### config.mk
export PLATFORM = sky130hd
export DESIGN_NAME = serial_flash_command_engine
export DESIGN_NICKNAME = d
export VERILOG_FILES = /design/src/serial_flash_command_engine.v
export VERILOG_INCLUDE_DIRS = /design/src /design/src/shared
export SDC_FILE = /design/constraint.sdc
export NUM_CORES = 1
export LEC_CHECK = 0
export BUFFER_PORTS_ARGS = -buffer_cell sky130_fd_sc_hd__buf_2
export CAP_MARGIN = 20
export CORE_AREA = 10 10 178 180
export CTS_CLUSTER_SIZE = 14
export DETAILED_ROUTE_END_ITERATION = 8
export DIE_AREA = 0 0 188 190
export SLEW_MARGIN = 30
export SYNTH_ARGS = -nofsm -noshare
export SYNTH_HDL_FRONTEND = slang
export SYNTH_SLANG_ARGS = --single-unit
### constraint.sdc
create_clock -name ref_clk -period 2.55 [get_ports ref_clk]
set_input_delay 0.3825 -clock ref_clk [delete_from_list [all_inputs] [get_ports ref_clk]]
set_output_delay 0.3825 -clock ref_clk [all_outputs]
set_load 0.05 [all_outputs]
### src/shared/serial_flash_defs.vh
// Purpose: constants for the serial flash command engine
// Assumes: ref_clk at 10 MHz, 18-bit array address (top_address_bit 17)
// Notes:   self-timed durations are plain defaults, counts derive in the engine
`ifndef SERIAL_FLASH_DEFS_VH
`define SERIAL_FLASH_DEFS_VH

// instruction codes
`define OP_READ       8'h03
`define OP_PROG       8'h02
`define OP_AUTO_PROG  8'hAF
`define OP_SECT_ERASE 8'h20
`define OP_BLK_ERASE  8'h52
`define OP_CHIP_ERASE 8'h60
`define OP_STAT_RD    8'h05
`define OP_STAT_ARM   8'h50
`define OP_STAT_WR    8'h01
`define OP_SET_LATCH  8'h06
`define OP_CLR_LATCH  8'h04
`define OP_ID_RD      8'h90
`define OP_ID_RD_ALT  8'hAB

// array geometry
`define ADDR_W        18
`define ADDR_TOP      18'h3FFFF
`define QUARTER_BASE  18'h30000
`define HALF_BASE     18'h20000

// erase kinds on the memory port
`define ERASE_SECTOR  2'h0
`define ERASE_BLOCK   2'h1
`define ERASE_CHIP    2'h2

// reset values
`define PROT_LEVEL_RST 2'h3
`define PROT_LOCK_RST  1'h0

// identification bytes, values arbitrary
`define MAKER_CODE    8'h5A
`define PART_CODE     8'hA5

// timing, microseconds, and clock rate
`define REF_CLK_MHZ        21'h0000A
`define BYTE_PROG_TIME_US  21'h00014
`define SECT_ERASE_TIME_US 21'h061A8
`define BLK_ERASE_TIME_US  21'h061A8
`define CHIP_ERASE_TIME_US 21'h186A0
`define TMR_W              21

`endif

### src/serial_flash_command_engine.v
// Purpose: instruction decoder and write control of a serial flash
// Assumes: link pins asynchronous to ref_clk; array behind a memory port
// Notes:   read data must be valid on mem_rdata one cycle after mem_rd
`timescale 1ns/1ps
`default_nettype none
`include "serial_flash_defs.vh"

module serial_flash_command_engine #(
    parameter [`TMR_W-1:0] BYTE_PROG_CYC  = `BYTE_PROG_TIME_US * `REF_CLK_MHZ,
    parameter [`TMR_W-1:0] SECT_ERASE_CYC = `SECT_ERASE_TIME_US * `REF_CLK_MHZ,
    parameter [`TMR_W-1:0] BLK_ERASE_CYC  = `BLK_ERASE_TIME_US * `REF_CLK_MHZ,
    parameter [`TMR_W-1:0] CHIP_ERASE_CYC = `CHIP_ERASE_TIME_US * `REF_CLK_MHZ
) (
    // clock, reset, enable
    input  wire               ref_clk,
    input  wire               rst_n,
    input  wire               clk_en,
    // serial link pins
    input  wire               cs_n,
    input  wire               sck,
    input  wire               si,
    input  wire               write_protect_n,
    output wire               so_out,
    output wire               so_oe,
    // array port
    output wire [`ADDR_W-1:0] mem_addr,
    output wire [7:0]         mem_wdata,
    output wire               mem_rd,
    input  wire [7:0]         mem_rdata,
    output wire               mem_prog,
    output wire               mem_erase,
    output wire [1:0]         mem_erase_kind,
    // status bits
    output wire               busy,
    output wire               write_enable_latch,
    output wire               auto_increment_program,
    output wire [1:0]         protect_level,
    output wire               protect_lock
);

// ----------------------------------------------------------------
// states and helpers
// ----------------------------------------------------------------
localparam [1:0] ST_CMD = 2'h0;
localparam [1:0] ST_IN  = 2'h1;
localparam [1:0] ST_OUT = 2'h2;
localparam [1:0] ST_IGN = 2'h3;

// address inside the protected region for a level
function prot_hit;
    input [`ADDR_W-1:0] a;
    input [1:0]         lvl;
    begin
        case (lvl)
            2'h0:    prot_hit = 1'b0;
            2'h1:    prot_hit = (a >= `QUARTER_BASE);
            2'h2:    prot_hit = (a >= `HALF_BASE);
            default: prot_hit = 1'b1;
        endcase
    end
endfunction

// ----------------------------------------------------------------
// registers
// ----------------------------------------------------------------
reg  [2:0]         cs_sy, sck_sy, bit_q, byte_q;
reg  [1:0]         si_sy, wp_sy, st_q, bp_q, kind_q;
reg  [7:0]         sr_q, cmd_q, data_q, out_q, mem_wd_q;
reg  [23:0]        addr_q;
reg  [`ADDR_W-1:0] aai_ptr_q, mem_a_q;
reg  [`TMR_W-1:0]  tmr_q;
reg                so_q, oe_q, cmpl_q, id_sel_q, fetch_q, arm_q, wel_q;
reg                aai_q, bpl_q, busy_q, mem_rd_q, mem_prog_q, mem_erase_q;

// ----------------------------------------------------------------
// link edges and derived values
// ----------------------------------------------------------------
wire               cs_lo    = ~cs_sy[1];
wire               cs_rise  = cs_sy[1] & ~cs_sy[2];
wire               cs_fall  = ~cs_sy[1] & cs_sy[2];
wire               sck_rise = cs_lo & sck_sy[1] & ~sck_sy[2];
wire               sck_fall = cs_lo & ~sck_sy[1] & sck_sy[2];
wire [7:0]         in_byte  = {sr_q[6:0], si_sy[1]};
wire               byte_end = sck_rise & (bit_q == 3'h7);
wire [`ADDR_W-1:0] addr_a   = addr_q[`ADDR_W-1:0];
wire [`ADDR_W-1:0] aai_tgt  = aai_q ? aai_ptr_q : addr_a;
wire [`ADDR_W-1:0] aai_next = aai_ptr_q + 18'h00001;
wire               locked   = ~wp_sy[1] & bpl_q;
wire               can_wr   = wel_q & ~busy_q;
wire [7:0]         status   = {bpl_q, aai_q, 2'h0, bp_q, wel_q, busy_q};

// ----------------------------------------------------------------
// pin synchronisers, edge history on the third stage
// ----------------------------------------------------------------
always @(posedge ref_clk or negedge rst_n) begin
    if (!rst_n) begin
        cs_sy  <= 3'h7;
        sck_sy <= 3'h0;
        si_sy  <= 2'h0;
        wp_sy  <= 2'h3;
    end else if (clk_en) begin
        cs_sy  <= {cs_sy[1:0], cs_n};
        sck_sy <= {sck_sy[1:0], sck};
        si_sy  <= {si_sy[0], si};
        wp_sy  <= {wp_sy[0], write_protect_n};
    end
end

// ----------------------------------------------------------------
// instruction engine
// ----------------------------------------------------------------
always @(posedge ref_clk or negedge rst_n) begin
    if (!rst_n) begin
        st_q        <= ST_CMD;
        bit_q       <= 3'h0;
        byte_q      <= 3'h0;
        sr_q        <= 8'h00;
        cmd_q       <= 8'h00;
        addr_q      <= 24'h000000;
        data_q      <= 8'h00;
        out_q       <= 8'hFF;
        so_q        <= 1'b0;
        oe_q        <= 1'b0;
        cmpl_q      <= 1'b0;
        id_sel_q    <= 1'b0;
        fetch_q     <= 1'b0;
        arm_q       <= 1'b0;
        wel_q       <= 1'b0;
        aai_q       <= 1'b0;
        aai_ptr_q   <= 18'h00000;
        bp_q        <= `PROT_LEVEL_RST;
        bpl_q       <= `PROT_LOCK_RST;
        busy_q      <= 1'b0;
        tmr_q       <= 21'h000000;
        mem_a_q     <= 18'h00000;
        mem_wd_q    <= 8'hFF;
        mem_rd_q    <= 1'b0;
        mem_prog_q  <= 1'b0;
        mem_erase_q <= 1'b0;
        kind_q      <= `ERASE_SECTOR;
    end else if (clk_en) begin
        mem_rd_q    <= 1'b0;
        mem_prog_q  <= 1'b0;
        mem_erase_q <= 1'b0;
        fetch_q     <= mem_rd_q;
        oe_q        <= cs_lo & (st_q == ST_OUT);
        // self-timed operation countdown
        if (busy_q) begin
            if (tmr_q == 21'h000000) begin
                busy_q <= 1'b0;
                if (!aai_q) begin
                    wel_q <= 1'b0;
                end else begin
                    aai_ptr_q <= aai_next;
                    if (aai_ptr_q == `ADDR_TOP || prot_hit(aai_next, bp_q)) begin
                        aai_q <= 1'b0;
                        wel_q <= 1'b0;
                    end
                end
            end else begin
                tmr_q <= tmr_q - 21'h000001;
            end
        end
        // new instruction frame
        if (cs_fall) begin
            st_q   <= ST_CMD;
            bit_q  <= 3'h0;
            byte_q <= 3'h0;
            cmpl_q <= 1'b0;
        end
        // input shift on rising serial clock, msb first
        if (sck_rise) begin
            sr_q  <= in_byte;
            bit_q <= bit_q + 3'h1;
        end
        // output shift on falling serial clock
        if (sck_fall && st_q == ST_OUT) begin
            so_q  <= out_q[7];
            out_q <= {out_q[6:0], 1'b1};
        end
        if (fetch_q) out_q <= mem_rdata;                        // next array byte
        // completed bus cycle
        if (byte_end) begin
            byte_q <= byte_q + 3'h1;
            case (st_q)
                ST_CMD: begin
                    cmd_q <= in_byte;
                    st_q  <= ST_IN;
                    if (busy_q && in_byte != `OP_STAT_RD) begin
                        st_q <= ST_IGN;
                    end else begin
                        case (in_byte)
                            `OP_STAT_RD: begin
                                st_q  <= ST_OUT;
                                out_q <= status;
                            end
                            `OP_SET_LATCH, `OP_CLR_LATCH,
                            `OP_STAT_ARM, `OP_CHIP_ERASE: begin
                                cmpl_q <= 1'b1;
                                st_q   <= ST_IGN;
                            end
                            `OP_AUTO_PROG: if (aai_q) byte_q <= 3'h4;
                            default: ;
                        endcase
                    end
                end
                ST_IN: begin
                    if (cmd_q == `OP_STAT_WR || byte_q == 3'h4) begin
                        data_q <= in_byte;
                        cmpl_q <= 1'b1;
                        st_q   <= ST_IGN;
                    end else begin
                        addr_q <= {addr_q[15:0], in_byte};
                    end
                    if (byte_q == 3'h3) begin
                        case (cmd_q)
                            `OP_READ: begin
                                st_q     <= ST_OUT;
                                mem_a_q  <= {addr_q[9:0], in_byte};
                                mem_rd_q <= 1'b1;
                            end
                            `OP_ID_RD, `OP_ID_RD_ALT: begin
                                st_q     <= ST_OUT;
                                id_sel_q <= in_byte[0];
                                out_q    <= in_byte[0] ? `PART_CODE : `MAKER_CODE;
                            end
                            `OP_SECT_ERASE, `OP_BLK_ERASE: begin
                                cmpl_q <= 1'b1;
                                st_q   <= ST_IGN;
                            end
                            default: ;
                        endcase
                    end
                end
                ST_OUT: begin
                    if (cmd_q == `OP_READ) begin
                        mem_a_q  <= mem_a_q + 18'h00001;
                        mem_rd_q <= 1'b1;
                    end else if (cmd_q == `OP_STAT_RD) begin
                        out_q <= status;
                    end else begin
                        id_sel_q <= ~id_sel_q;
                        out_q    <= id_sel_q ? `MAKER_CODE : `PART_CODE;
                    end
                end
                default: ;
            endcase
        end
        // end of frame: execute only a whole instruction
        if (cs_rise) begin
            st_q  <= ST_CMD;
            arm_q <= cmpl_q && bit_q == 3'h0 && cmd_q == `OP_STAT_ARM;
            if (cmpl_q && bit_q == 3'h0) begin
                case (cmd_q)
                    `OP_SET_LATCH: wel_q <= 1'b1;
                    `OP_CLR_LATCH: begin
                        wel_q <= 1'b0;
                        aai_q <= 1'b0;
                    end
                    `OP_STAT_WR: begin
                        if (arm_q && !locked) begin
                            bp_q  <= data_q[3:2];
                            bpl_q <= data_q[7];
                        end
                    end
                    `OP_PROG: begin
                        if (can_wr && !prot_hit(addr_a, bp_q)) begin
                            mem_a_q    <= addr_a;
                            mem_wd_q   <= data_q;
                            mem_prog_q <= 1'b1;
                            busy_q     <= 1'b1;
                            tmr_q      <= BYTE_PROG_CYC - 21'h000001;
                        end
                    end
                    `OP_AUTO_PROG: begin
                        if (can_wr && !prot_hit(aai_tgt, bp_q)) begin
                            aai_q      <= 1'b1;
                            aai_ptr_q  <= aai_tgt;
                            mem_a_q    <= aai_tgt;
                            mem_wd_q   <= data_q;
                            mem_prog_q <= 1'b1;
                            busy_q     <= 1'b1;
                            tmr_q      <= BYTE_PROG_CYC - 21'h000001;
                        end
                    end
                    `OP_SECT_ERASE: begin
                        if (can_wr && !prot_hit(addr_a, bp_q)) begin
                            mem_a_q     <= {addr_a[17:12], 12'h000};
                            kind_q      <= `ERASE_SECTOR;
                            mem_erase_q <= 1'b1;
                            busy_q      <= 1'b1;
                            tmr_q       <= SECT_ERASE_CYC - 21'h000001;
                        end
                    end
                    `OP_BLK_ERASE: begin
                        if (can_wr && !prot_hit(addr_a, bp_q)) begin
                            mem_a_q     <= {addr_a[17:15], 15'h0000};
                            kind_q      <= `ERASE_BLOCK;
                            mem_erase_q <= 1'b1;
                            busy_q      <= 1'b1;
                            tmr_q       <= BLK_ERASE_CYC - 21'h000001;
                        end
                    end
                    `OP_CHIP_ERASE: begin
                        if (can_wr && bp_q == 2'h0) begin
                            mem_a_q     <= 18'h00000;
                            kind_q      <= `ERASE_CHIP;
                            mem_erase_q <= 1'b1;
                            busy_q      <= 1'b1;
                            tmr_q       <= CHIP_ERASE_CYC - 21'h000001;
                        end
                    end
                    default: ;
                endcase
            end
        end
    end
end

// ----------------------------------------------------------------
// outputs
// ----------------------------------------------------------------
assign so_out                 = so_q;
assign so_oe                  = oe_q;
assign mem_addr               = mem_a_q;
assign mem_wdata              = mem_wd_q;
assign mem_rd                 = mem_rd_q;
assign mem_prog               = mem_prog_q;
assign mem_erase              = mem_erase_q;
assign mem_erase_kind         = kind_q;
assign busy                   = busy_q;
assign write_enable_latch     = wel_q;
assign auto_increment_program = aai_q;
assign protect_level          = bp_q;
assign protect_lock           = bpl_q;

endmodule // serial_flash_command_engine
`default_nettype wire

==> results of run 1 <==
-- worst register-to-register path: stages (launching register included) --
cell	delay, ns
dfrtp_1	0.43
or4b_4	0.57
or2_4	0.30
a31oi_2	0.23
buf_4	0.15
nand4_1	0.22
buf_4	0.24
a21oi_1	0.15
a21oi_1	0.05
-- final timing paths --
check | from | end | cells past startpoint
min in group asynchronous | rst_n | data_q[1] | 2
hold / removal | cs_n | cs_sy[0] | 2
setup reg to reg | cmd_q[4] | tmr_q[17] | 8
hold reg to reg | mem_prog | mem_prog | 1
setup / recovery | cmd_q[4] | tmr_q[17] | 8
max in group asynchronous | rst_n | out_q[3] | 3
-- per-stage QoR --
step / worst slack, ns / power [mW] / area, um^2 / instances / TNS (ns)
after CTS: 0.0141 / 6.63 / 12100 / 1634 / 0
after detailed placement: -0.0553 / 3.98 / 11400 / 1601 / -0.0578
after floorplan: 0.0246 / 3.43 / 9710 / 1081 / 0
after global placement: -0.0182 / 3.95 / 11400 / 1601 / -0.0182
final: 0.0926 / 6.63 / 12200 / 1637 / 0
after global routing: -0.0145 / 6.90 / 12200 / 1637 / -0.0230
-- cell families (layout without fill, tap and decap cells) --
family          count (synthesis)  in the layout  share of synthesized area, %
simple gates                  366            366                          21.1
compound gates                356            356                          24.2
flops                         149            149                          38.7
buf+inv                       112            284                          4.75
mux                            83             83                          9.42
fa+ha+maj                      13             13                          1.68
xor+xnor                        2              2                         0.180
-- sequential cells by signal (all words and copies together) (netlist names), 3 cells and up --
register and cells:
cmd_q 8, mem_wdata 8, mem_addr 18, out_q 8
sr_q 7, sck_sy 3, bit_q 3, tmr_q 21
data_q 8, addr_q 18, cs_sy 3, byte_q 3
aai_ptr_q 18
-- power by group through the flow --
stage | combinational [mW] | clock [mW] | sequential, mW
detailed placement | 1.23 | 0 | 2.75
CTS | 1.24 | 2.69 | 2.71
global route | 1.38 | 2.79 | 2.73
floorplan | 0.602 | 0 | 2.82
finish | 1.26 | 2.66 | 2.71
global placement | 1.21 | 0 | 2.74
-- cell type report --
cell class | instances | area [um^2]
clock buffers | 17 | 425
clock inverters | 15 | 194
fillers | 2865 | 16000
inverters | 40 | 150
multi-input cells | 820 | 5680
flip-flops and latches | 149 | 3760
well taps | 384 | 480
repair buffers | 212 | 1550
-- timing repair --
| item | CTS | global route |
|---|---|---|
| pin swaps | 0 | 3 |
| hold buffers | 1 | 0 |
| endpoints found under the hold margin | 43 | 0 |
| setup endpoints to repair | 5 | 39 |
| setup buffers | 0 | 3 |
| gates resized for setup | 4 | 36 |
-- cells in the mapped netlist (5+ instances only) --
master	instances	area (um^2)
nand2b_1	11	68.8
nand2_1	80	300
o22a_1	7	61.3
nor4_1	17	106
and2_1	8	50.1
a211oi_1	10	75.1
clkbuf_1	48	180
o21a_1	10	75.1
a31oi_1	20	125
a21oi_1	86	430
o211ai_1	7	52.6
a221oi_1	9	78.8
or3_1	9	56.3
a22o_1	10	87.6
nor2_1	65	244
nor3_1	24	120
a32oi_1	5	43.8
a211o_1	5	43.8
nand4_1	28	175
nand3_1	45	225
buf_1	5	18.8
nor4b_1	5	43.8
dfstp_2	23	604
and4_1	8	70.1
dfrtp_1	126	3150
o32ai_1	5	43.8
mux2i_1	16	160
nor2b_1	5	31.3
nor3b_1	5	37.5
or4_1	13	97.6
o22ai_1	16	100
a2bb2oi_1	11	96.3
a22oi_1	16	120
mux2_2	67	754
buf_2	15	75.1
inv_1	40	150
ha_1	13	163
and3_1	9	56.3
o21ai_0	79	395
a21o_1	8	60.1
o31ai_1	9	67.6
-- routing by layer --
metal  vias up  wire (um)  track usage [%]
li1       4445          -                -
met1      4722      15600             25.5
met5         -          0                0
met2       382      15600             29.8
met4         0        955             6.95
met3        73       2230             2.56
==> summary.md, run 1 <==
| Metric | Value |
|---|---|
| Ys flop type | `dfrtp_1` |
| Setup Skew | `0.0118 ns` |
| Vias in the first global route | `9364` |
| Initial Util | `34.4%` |
| Status | `complete, no violations` |
| Largest net degree at the start of global routing | `111` |
| Total nets after synthesis | `1109` |
| Nets | `1268` |
| Switching power | `2.20 mW` |
| R2r setup slk | `0.09 ns` |
| HPWL after DPL | `25.3 mm` |
| RSZ-0062 raised after global routing | `true` |
| Num Clock Sinks | `149` |
| Rel. slew slack | `47.3%` |
| Final setup violation count | `0` |
| Sw frac | `33.2%` |
| Area Overhead vs Synth | `26.0%` |
| Final antenna-violating net count | `0` |
| Fin util | `43.3%` |
| Vias | `9622` |
| Routed vias/inst | `5.88` |
| Crit Path Class | `flop to flop` |
| Drt drc | `0` |
| Worst EP required | `2.88 ns` |
| Final Cycle Share | `96.4%` |
| Mean Syn Cell Area | `8.98 um^2` |
| Diodes inserted | `0` |
| Post-Syn Area | `0.00971 mm^2` |
| H-tree levels | `4` |
| CP Buf/Inv Count | `2` |
| CTS buffer count | `17` |
| Fraction of registers with async set/reset | `100%` |
| First-pass GRT wire length | `54.0 mm` |
| Slew Limit Fails | `0` |
| Int Pwr | `4.43 mW` |
| Seq/Total Area, Yosys | `38.7%` |
| Syn. warnings | `0` |
| Wire length per cell | `21.0 um` |
| Crit path capture type | `flop` |
| DR iter-0 viols | `1020` |
| Final Hold Viols | `0` |
| CTS max path bufs | `2` |
| Power per cell area | `542 mW/mm^2` |
| Core area | `0.0282 mm^2` |
| Seq pwr share | `40.8%` |
| #FFs+latches synth | `149` |
| Crit path largest cell delay | `0.57 ns` |
| Tot GR Track Use | `18.7%` |
| Startpoint types | `flop` |
| Die width | `188 um` |
| Clock slew seen by the registers of the worst setup and hold paths | `0.08 ns` |
| Clock power share | `40.2%` |
| Cell variety after synth | `87` |
| Fin crit period | `2.46 ns` |
| Worst path arrival time | `2.78 ns` |
| Max Fanout on Critical Path | `5` |
| Layout cells sized above 1 | `31.4%` |
| Most frequent cells in the layout | `buf_4 (153), dfrtp_1 (124), a21oi_1 (85), nand2_1 (80), o21ai_0 (75)` |
| Worst-Margin Slew | `0.780 ns` |
| Port Buffers | `53` |
| Site Rows | `62` |
| Grt ovf | `0` |
| Critical-path cell list | `or4b_4 > or2_4 > a31oi_2 > buf_4 > nand4_1 > buf_4 > a21oi_1 > a21oi_1` |
| Slowest CP cell | `or4b_4` |
| CTS tree | `yes` |
| Maximum vdd drop | `0.398 mV` |
| Gp weighted congestion | `0.922` |
| Syn Inst Count | `1081` |
| F_max | `0.407 GHz` |
| DR pass1 iterations | `6` |
| CTS Root Cell | `clkbuf_16` |
| Worst path top cell family by delay | `simple AND/OR/NAND/NOR gates` |
| Leakage power | `5.08 nW` |
| Power share of the combinational group | `19.0%` |
| Min-delay worst type | `input port to flop` |
| Ports | `54` |
| Fin Hold WS | `0.167 ns` |
| Die height | `190 um` |
| Post-synth EDFFs | `0` |
| Worst-skew pair later-pin latency | `0.45 ns` |
| Commonest non-fill, non-tap cell in the layout | `buf_4` |
| Die area | `0.0357 mm^2` |
| WL final | `34.4 mm` |
| Max cap viols | `0` |
| Initial antenna violation count | `0` |
No activity file was read; power rests on OpenSTA's default activity.
==> inputs of run 2 (changes only) <==
--- a/config.mk
+++ b/config.mk
@@ -12,6 +12,7 @@
 export CTS_CLUSTER_SIZE = 14
 export DETAILED_ROUTE_END_ITERATION = 8
 export DIE_AREA = 0 0 188 190
+export MAX_ROUTING_LAYER = met4
 export SLEW_MARGIN = 30
 export SYNTH_ARGS = -nofsm -noshare
 export SYNTH_HDL_FRONTEND = slang
==> summary.md, run 2 (same netlist as run 1, synthesis figures left out) <==
| Metric | Value |
|---|---|
| Status | `complete, no violations (unchanged)` |
| Setup TNS | `0 ns (unchanged)` |
| F_max | `0.396 GHz (was 0.407 GHz)` |
| Leakage power | `5.12 nW (was 5.08 nW)` |
| Reg2reg path depth | `9 (was 8)` |
| Grt ovf | `0 (unchanged)` |
| Worst reg2reg path startpoint | `cmd_q[5] (was cmd_q[4])` |
| Number of flip-flops in the largest register | `21 (unchanged)` |
| Die area | `0.0357 mm^2 (unchanged)` |
| RSZ-0062 raised after global routing | `true (unchanged)` |
| CTS max path bufs | `2 (unchanged)` |
| HPWL after DPL | `25.7 mm (was 25.3 mm)` |
| Die width | `188 um (unchanged)` |
| Nets | `1275 (was 1268)` |
| Max Fanout on Critical Path | `9 (was 5)` |
| Setup Skew | `0.0227 ns (was 0.0118 ns)` |
| Fin Hold WS | `0.173 ns (was 0.167 ns)` |
| Vias in the first global route | `9441 (was 9364)` |
| Layout cells sized above 1 | `31.5% (was 31.4%)` |
| Vias | `9819 (was 9622)` |
| Initial Util | `34.4% (unchanged)` |
| CTS tree | `yes (unchanged)` |
| CTS buffer count | `17 (unchanged)` |
| Clock slew seen by the registers of the worst setup and hold paths | `0.08 ns (about the same)` |
| Worst EP required | `2.92 ns (was 2.88 ns)` |
| Fin crit period | `2.52 ns (was 2.46 ns)` |
| Tot GR Track Use | `19.8% (was 18.7%)` |
| Reg2reg end | `tmr_q[8] (was tmr_q[17])` |
| Initial antenna violation count | `1 (was 0)` |
| Critical hold path startpoint | `cs_n (unchanged)` |
| Ports | `54 (unchanged)` |
| Final antenna-violating net count | `0 (unchanged)` |
| Die height | `190 um (unchanged)` |
| Worst path arrival time | `2.89 ns (was 2.78 ns)` |
| Port Buffers | `53 (unchanged)` |
| Final setup violation count | `0 (unchanged)` |
| Fillers | `2842 (was 2865)` |
| Hold Path Stages | `2 (unchanged)` |
| Largest net degree at the start of global routing | `111 (unchanged)` |
| Final Hold Viols | `0 (unchanged)` |
| Placed cells | `1606 (was 1601)` |
| Crit path capture type | `flop (unchanged)` |
| R2r setup slk | `0.03 ns (was 0.09 ns)` |
| Min-Delay Endpoint | `cs_sy[0] (unchanged)` |
| Worst-skew pair later-pin latency | `0.44 ns (was 0.45 ns)` |
| Worst-Margin Slew | `0.638 ns (was 0.780 ns)` |
| First-pass GRT wire length | `55.2 mm (was 54.0 mm)` |
| Startpoint types | `flop (unchanged)` |
| Maximum vdd drop | `0.371 mV (was 0.398 mV)` |
| Gp weighted congestion | `0.968 (was 0.922)` |
| Core area | `0.0282 mm^2 (unchanged)` |
| Max cap viols | `0 (unchanged)` |
| Slew Limit Fails | `0 (unchanged)` |
| Rel. slew slack | `56.8% (was 47.3%)` |
| CTS Root Cell | `clkbuf_16 (unchanged)` |
| Site Rows | `62 (unchanged)` |
| Routed vias/inst | `5.97 (was 5.88)` |
| Diodes inserted | `0 (unchanged)` |
| Final Cycle Share | `98.9% (was 96.4%)` |
| Post-Layout Cell Count | `1644 (was 1637)` |
| Area Overhead vs Synth | `26.5% (was 26.0%)` |
| DR pass1 iterations | `6 (unchanged)` |
| Commonest non-fill, non-tap cell in the layout | `buf_4 (unchanged)` |
| Total power | `6.62 mW (was 6.63 mW)` |
| Most frequent cells in the layout | `buf_4 (156), dfrtp_1 (123), a21oi_1 (83), nand2_1 (80), o21ai_0 (74) (was buf_4 (153), dfrtp_1 (124), a21oi_1 (85), nand2_1 (80), o21ai_0 (75))` |
| Wire length per cell | `21.3 um (was 21.0 um)` |
| Drt drc | `0 (unchanged)` |
| Num Clock Sinks | `149 (unchanged)` |
| DR iter-0 viols | `1052 (was 1020)` |
| Crit Path Class | `flop to flop (unchanged)` |
| Power per cell area | `539 mW/mm^2 (was 542 mW/mm^2)` |
| WL final | `35.0 mm (was 34.4 mm)` |
| Min-delay worst type | `input port to flop (unchanged)` |
| H-tree levels | `4 (unchanged)` |
| Largest reg by FF count | `tmr_q (unchanged)` |
-- run 2: cell type report --
| class | count | area, um^2 | area share, % |
|---|---|---|---|
| Multi-Input combinational cell | 820 | 5640 | 45.9 |
| Sequential cell | 149 | 3760 | 30.6 |
| Timing Repair Buffer | 219 | 1630 | 13.3 |
| Tap cell | 384 | 480 | 3.91 |
| Clock buffer | 17 | 425 | 3.46 |
| Clock inverter | 15 | 199 | 1.62 |
| Inverter | 40 | 150 | 1.22 |
-- run 2: report_power, final --
group / leakage (nW) / internal [mW] / switching [mW]
Clock: 0.301 / 1.35 / 1.29
Combinational: 2.95 / 0.519 / 0.749
Sequential: 1.87 / 2.56 / 0.148
Total: 5.12 / 4.43 / 2.19
-- run 2: worst max-delay path by stage --
stage / cells past startpoint / startpoint / endpoint
2_1_floorplan: 9 / busy / mem_addr[0]
3_3_place_gp: 9 / cmd_q[5] / busy
3_5_place_dp: 9 / cmd_q[5] / busy
4_1_cts: 8 / cmd_q[6] / mem_addr[10]
5_1_grt: 9 / cmd_q[5] / tmr_q[8]
6_report: 9 / cmd_q[5] / tmr_q[8]
-- run 2: critical path, cell delays in order (launching register included) --
cell and delay, ns:
dfrtp_1 0.41, buf_6 0.15, or4b_2 0.64, a32oi_1 0.22
o21ai_1 0.11, buf_4 0.16, nor4b_4 0.13, buf_4 0.15
or3_1 0.33, mux2i_1 0.13
-- run 2: what timing repair did --
action	CTS	global route
buffers inserted	0	5
endpoints found under the hold margin	46	0
pin swaps	1	4
gates resized for setup	4	34
hold buffers	1	0
setup endpoints to repair	5	49
-- run 2: stage by stage --
stage	instance area [um^2]	utilization (%)	setup slack [ns]
2_1_floorplan	9710	-	0.0246
3_3_place_gp	11500	40.6	-0.0427
3_5_place_dp	11500	40.6	-0.0381
4_1_cts	12100	42.9	-0.00459
5_1_grt	12300	43.5	-0.0663
6_report	12300	43.5	0.0278
-- run 2: layer usage --
layer  global-route usage (%)  routed length, um  share of wire (%)  vias to the layer above
li1                         -                  -                  -                     4466
met1                     26.7              15800                 45                     4819
met2                     30.2              16000                 46                      466
met3                     2.62               2170                6.2                       68
met4                     6.34                951                2.7                        0
met5                        -                  0                  0                        -
==> inputs of run 3 (changes only) <==
==> constraint.sdc (replaced) <==
create_clock -name ref_clk -period 2.05 [get_ports ref_clk]
set_input_delay 0.3075 -clock ref_clk [delete_from_list [all_inputs] [get_ports ref_clk]]
set_output_delay 0.3075 -clock ref_clk [all_outputs]
set_load 0.05 [all_outputs]
==> summary.md, run 3 (same netlist as run 1, synthesis figures left out) <==
| Metric | Value |
|---|---|
| Wire length per cell | `21.4 um (was 21.3 um)` |
| Vias in the first global route | `10656 (was 9441)` |
| Total power | `8.44 mW (was 6.62 mW)` |
| Ports | `54 (unchanged)` |
| Num Clock Sinks | `149 (unchanged)` |
| Min-delay worst type | `input port to flop (unchanged)` |
| Commonest non-fill, non-tap cell in the layout | `buf_4 (unchanged)` |
| Largest net degree at the start of global routing | `72 (was 111)` |
| Core area | `0.0282 mm^2 (unchanged)` |
| Gp weighted congestion | `0.972 (was 0.968)` |
| Final setup violation count | `102 (was 0)` |
| Most frequent cells in the layout | `buf_4 (288), dfrtp_1 (110), buf_6 (71), nand2_1 (68), nor2_1 (59) (was buf_4 (156), dfrtp_1 (123), a21oi_1 (83), nand2_1 (80), o21ai_0 (74))` |
| CTS buffer count | `17 (unchanged)` |
| RSZ-0062 raised after global routing | `true (unchanged)` |
| CTS Root Cell | `clkbuf_16 (unchanged)` |
| Startpoint types | `flop (unchanged)` |
| Diodes inserted | `0 (unchanged)` |
| Final antenna-violating net count | `0 (unchanged)` |
| H-tree levels | `4 (unchanged)` |
| Crit Path Class | `flop to flop (unchanged)` |
| Setup Skew | `0.0118 ns (was 0.0227 ns)` |
| Die width | `188 um (unchanged)` |
| Maximum vdd drop | `0.533 mV (was 0.371 mV)` |
| Vias | `10863 (was 9819)` |
| Max Fanout on Critical Path | `6 (was 9)` |
| Routed vias/inst | `5.87 (was 5.97)` |
| Worst EP required | `2.39 ns (was 2.92 ns)` |
| Layout cells sized above 1 | `55.5% (was 31.5%)` |
| Die area | `0.0357 mm^2 (unchanged)` |
| Tot GR Track Use | `21.7% (was 19.8%)` |
| Fin crit period | `2.40 ns (was 2.52 ns)` |
| Leakage power | `6.45 nW (was 5.12 nW)` |
| Clock slew seen by the registers of the worst setup and hold paths | `0.08 ns (about the same)` |
| Number of flip-flops in the largest register | `21 (unchanged)` |
| Initial Util | `34.4% (unchanged)` |
| Die height | `190 um (unchanged)` |
| Final Cycle Share | `117% (was 98.9%)` |
| Nets | `1481 (was 1275)` |
| Grt ovf | `0 (unchanged)` |
| Crit path capture type | `flop (unchanged)` |
| DR iter-0 viols | `879 (was 1052)` |
| CTS max path bufs | `2 (unchanged)` |
| Power per cell area | `547 mW/mm^2 (was 539 mW/mm^2)` |
| F_max | `0.417 GHz (was 0.396 GHz)` |
| Drt drc | `0 (unchanged)` |
| DR pass1 iterations | `5 (was 6)` |
| Worst-skew pair later-pin latency | `0.45 ns (was 0.44 ns)` |
| Violated checks | `negative setup slack` |
| Port Buffers | `53 (unchanged)` |
| Worst path arrival time | `2.74 ns (was 2.89 ns)` |
| Area Overhead vs Synth | `58.9% (was 26.5%)` |
| Worst-Margin Slew | `0.612 ns (was 0.638 ns)` |
| Rel. slew slack | `59.2% (was 56.8%)` |
| HPWL after DPL | `27.7 mm (was 25.7 mm)` |
| Max cap viols | `0 (unchanged)` |
| WL final | `39.5 mm (was 35.0 mm)` |
| Fin util | `54.6% (was 43.5%)` |
| Final Hold Viols | `0 (unchanged)` |
| Worst setup margin | `-0.350 ns (was 0.0278 ns)` |
| Slew Limit Fails | `0 (unchanged)` |
| Status | `finished with violations (was complete, no violations)` |
| First-pass GRT wire length | `60.2 mm (was 55.2 mm)` |
| Site Rows | `62 (unchanged)` |
| Pre-CTS setup slack | `-0.424 ns (was -0.0381 ns)` |
| Initial antenna violation count | `0 (was 1)` |
| CTS tree | `yes (unchanged)` |
| Largest reg by FF count | `tmr_q (unchanged)` |
==> run 3: cell types whose count changed in the layout (fill, tap and decap cells not counted), sizes merged <==
cell,previous run,this run
or4,13,16
buf,218,420
clkinvlp,0,2
or3,9,10
inv,48,51
clkinv,7,2
==> run 3: worst max-delay path, stage by stage (launching register included) <==
cell	delay [ns]
dfrtp_2	0.45
buf_6	0.13
nor3b_1	0.36
buf_4	0.18
o21ai_0	0.10
buf_4	0.17
a31oi_4	0.22
nand4_1	0.27
a21boi_1	0.22
o22a_1	0.21
==> run 3: stage by stage <==
step	std cells	hold slack, ns	area [um^2]	TNS [ns]
2_1_floorplan	1081	0.0119	10100	-8.49
3_3_place_gp	1751	0.200	12800	-29.12
3_5_place_dp	1751	0.195	12800	-31.07
4_1_cts	1826	0.0816	14600	-16.20
5_1_grt	1850	0.0895	15400	-26.90
6_report	1850	0.0902	15400	-18.44
==> run 3: power breakdown <==
| part | switching, mW | internal (mW) |
|---|---|---|
| clock network | 1.52 | 1.63 |
| registers | 0.142 | 3.18 |
| logic | 1.10 | 0.858 |
| total | 2.77 | 5.67 |
==> run 3: worst paths after layout <==
path                            startpoint  slack [ns]   endpoint  cells past startpoint
min in group asynchronous            rst_n        0.30  tmr_q[14]                      2
worst max-delay path              cmd_q[4]       -0.35   tmr_q[3]                      9
worst min register to register    mem_prog        0.48   mem_prog                      1
max in group asynchronous            rst_n        1.00   cs_sy[2]                      3
worst min-delay path                   sck        0.09  sck_sy[0]                      2
worst max register to register    cmd_q[4]       -0.35   tmr_q[3]                      9
==> run 3: final cells by class <==
type	count	area (um^2)
Fill cell	2466	12800
Multi-Input combinational cell	824	7030
Sequential cell	149	3780
Timing Repair Buffer	421	3410
Tap cell	384	480
Clock buffer	17	425
Inverter	40	154
Clock inverter	15	150
==> run 3: what timing repair did <==
item / CTS / global route
buffers inserted: 43 / 31
pin swaps: 79 / 107
cloned: 4 / 2
hold endpoints to repair: 24 / 0
hold buffers: 1 / 0
resized for setup: 224 / 159
endpoints found under the setup margin: 114 / 115
==> run 3: layer usage <==
metal | global-route usage (%) | vias up | wire length, um
met2 | 34.8 | 438 | 19200
met3 | 3.19 | 114 | 2540
met1 | 26.5 | 5404 | 16100
met4 | 10.3 | 0 | 1660
met5 | - | - | 0
li1 | - | 4907 | -
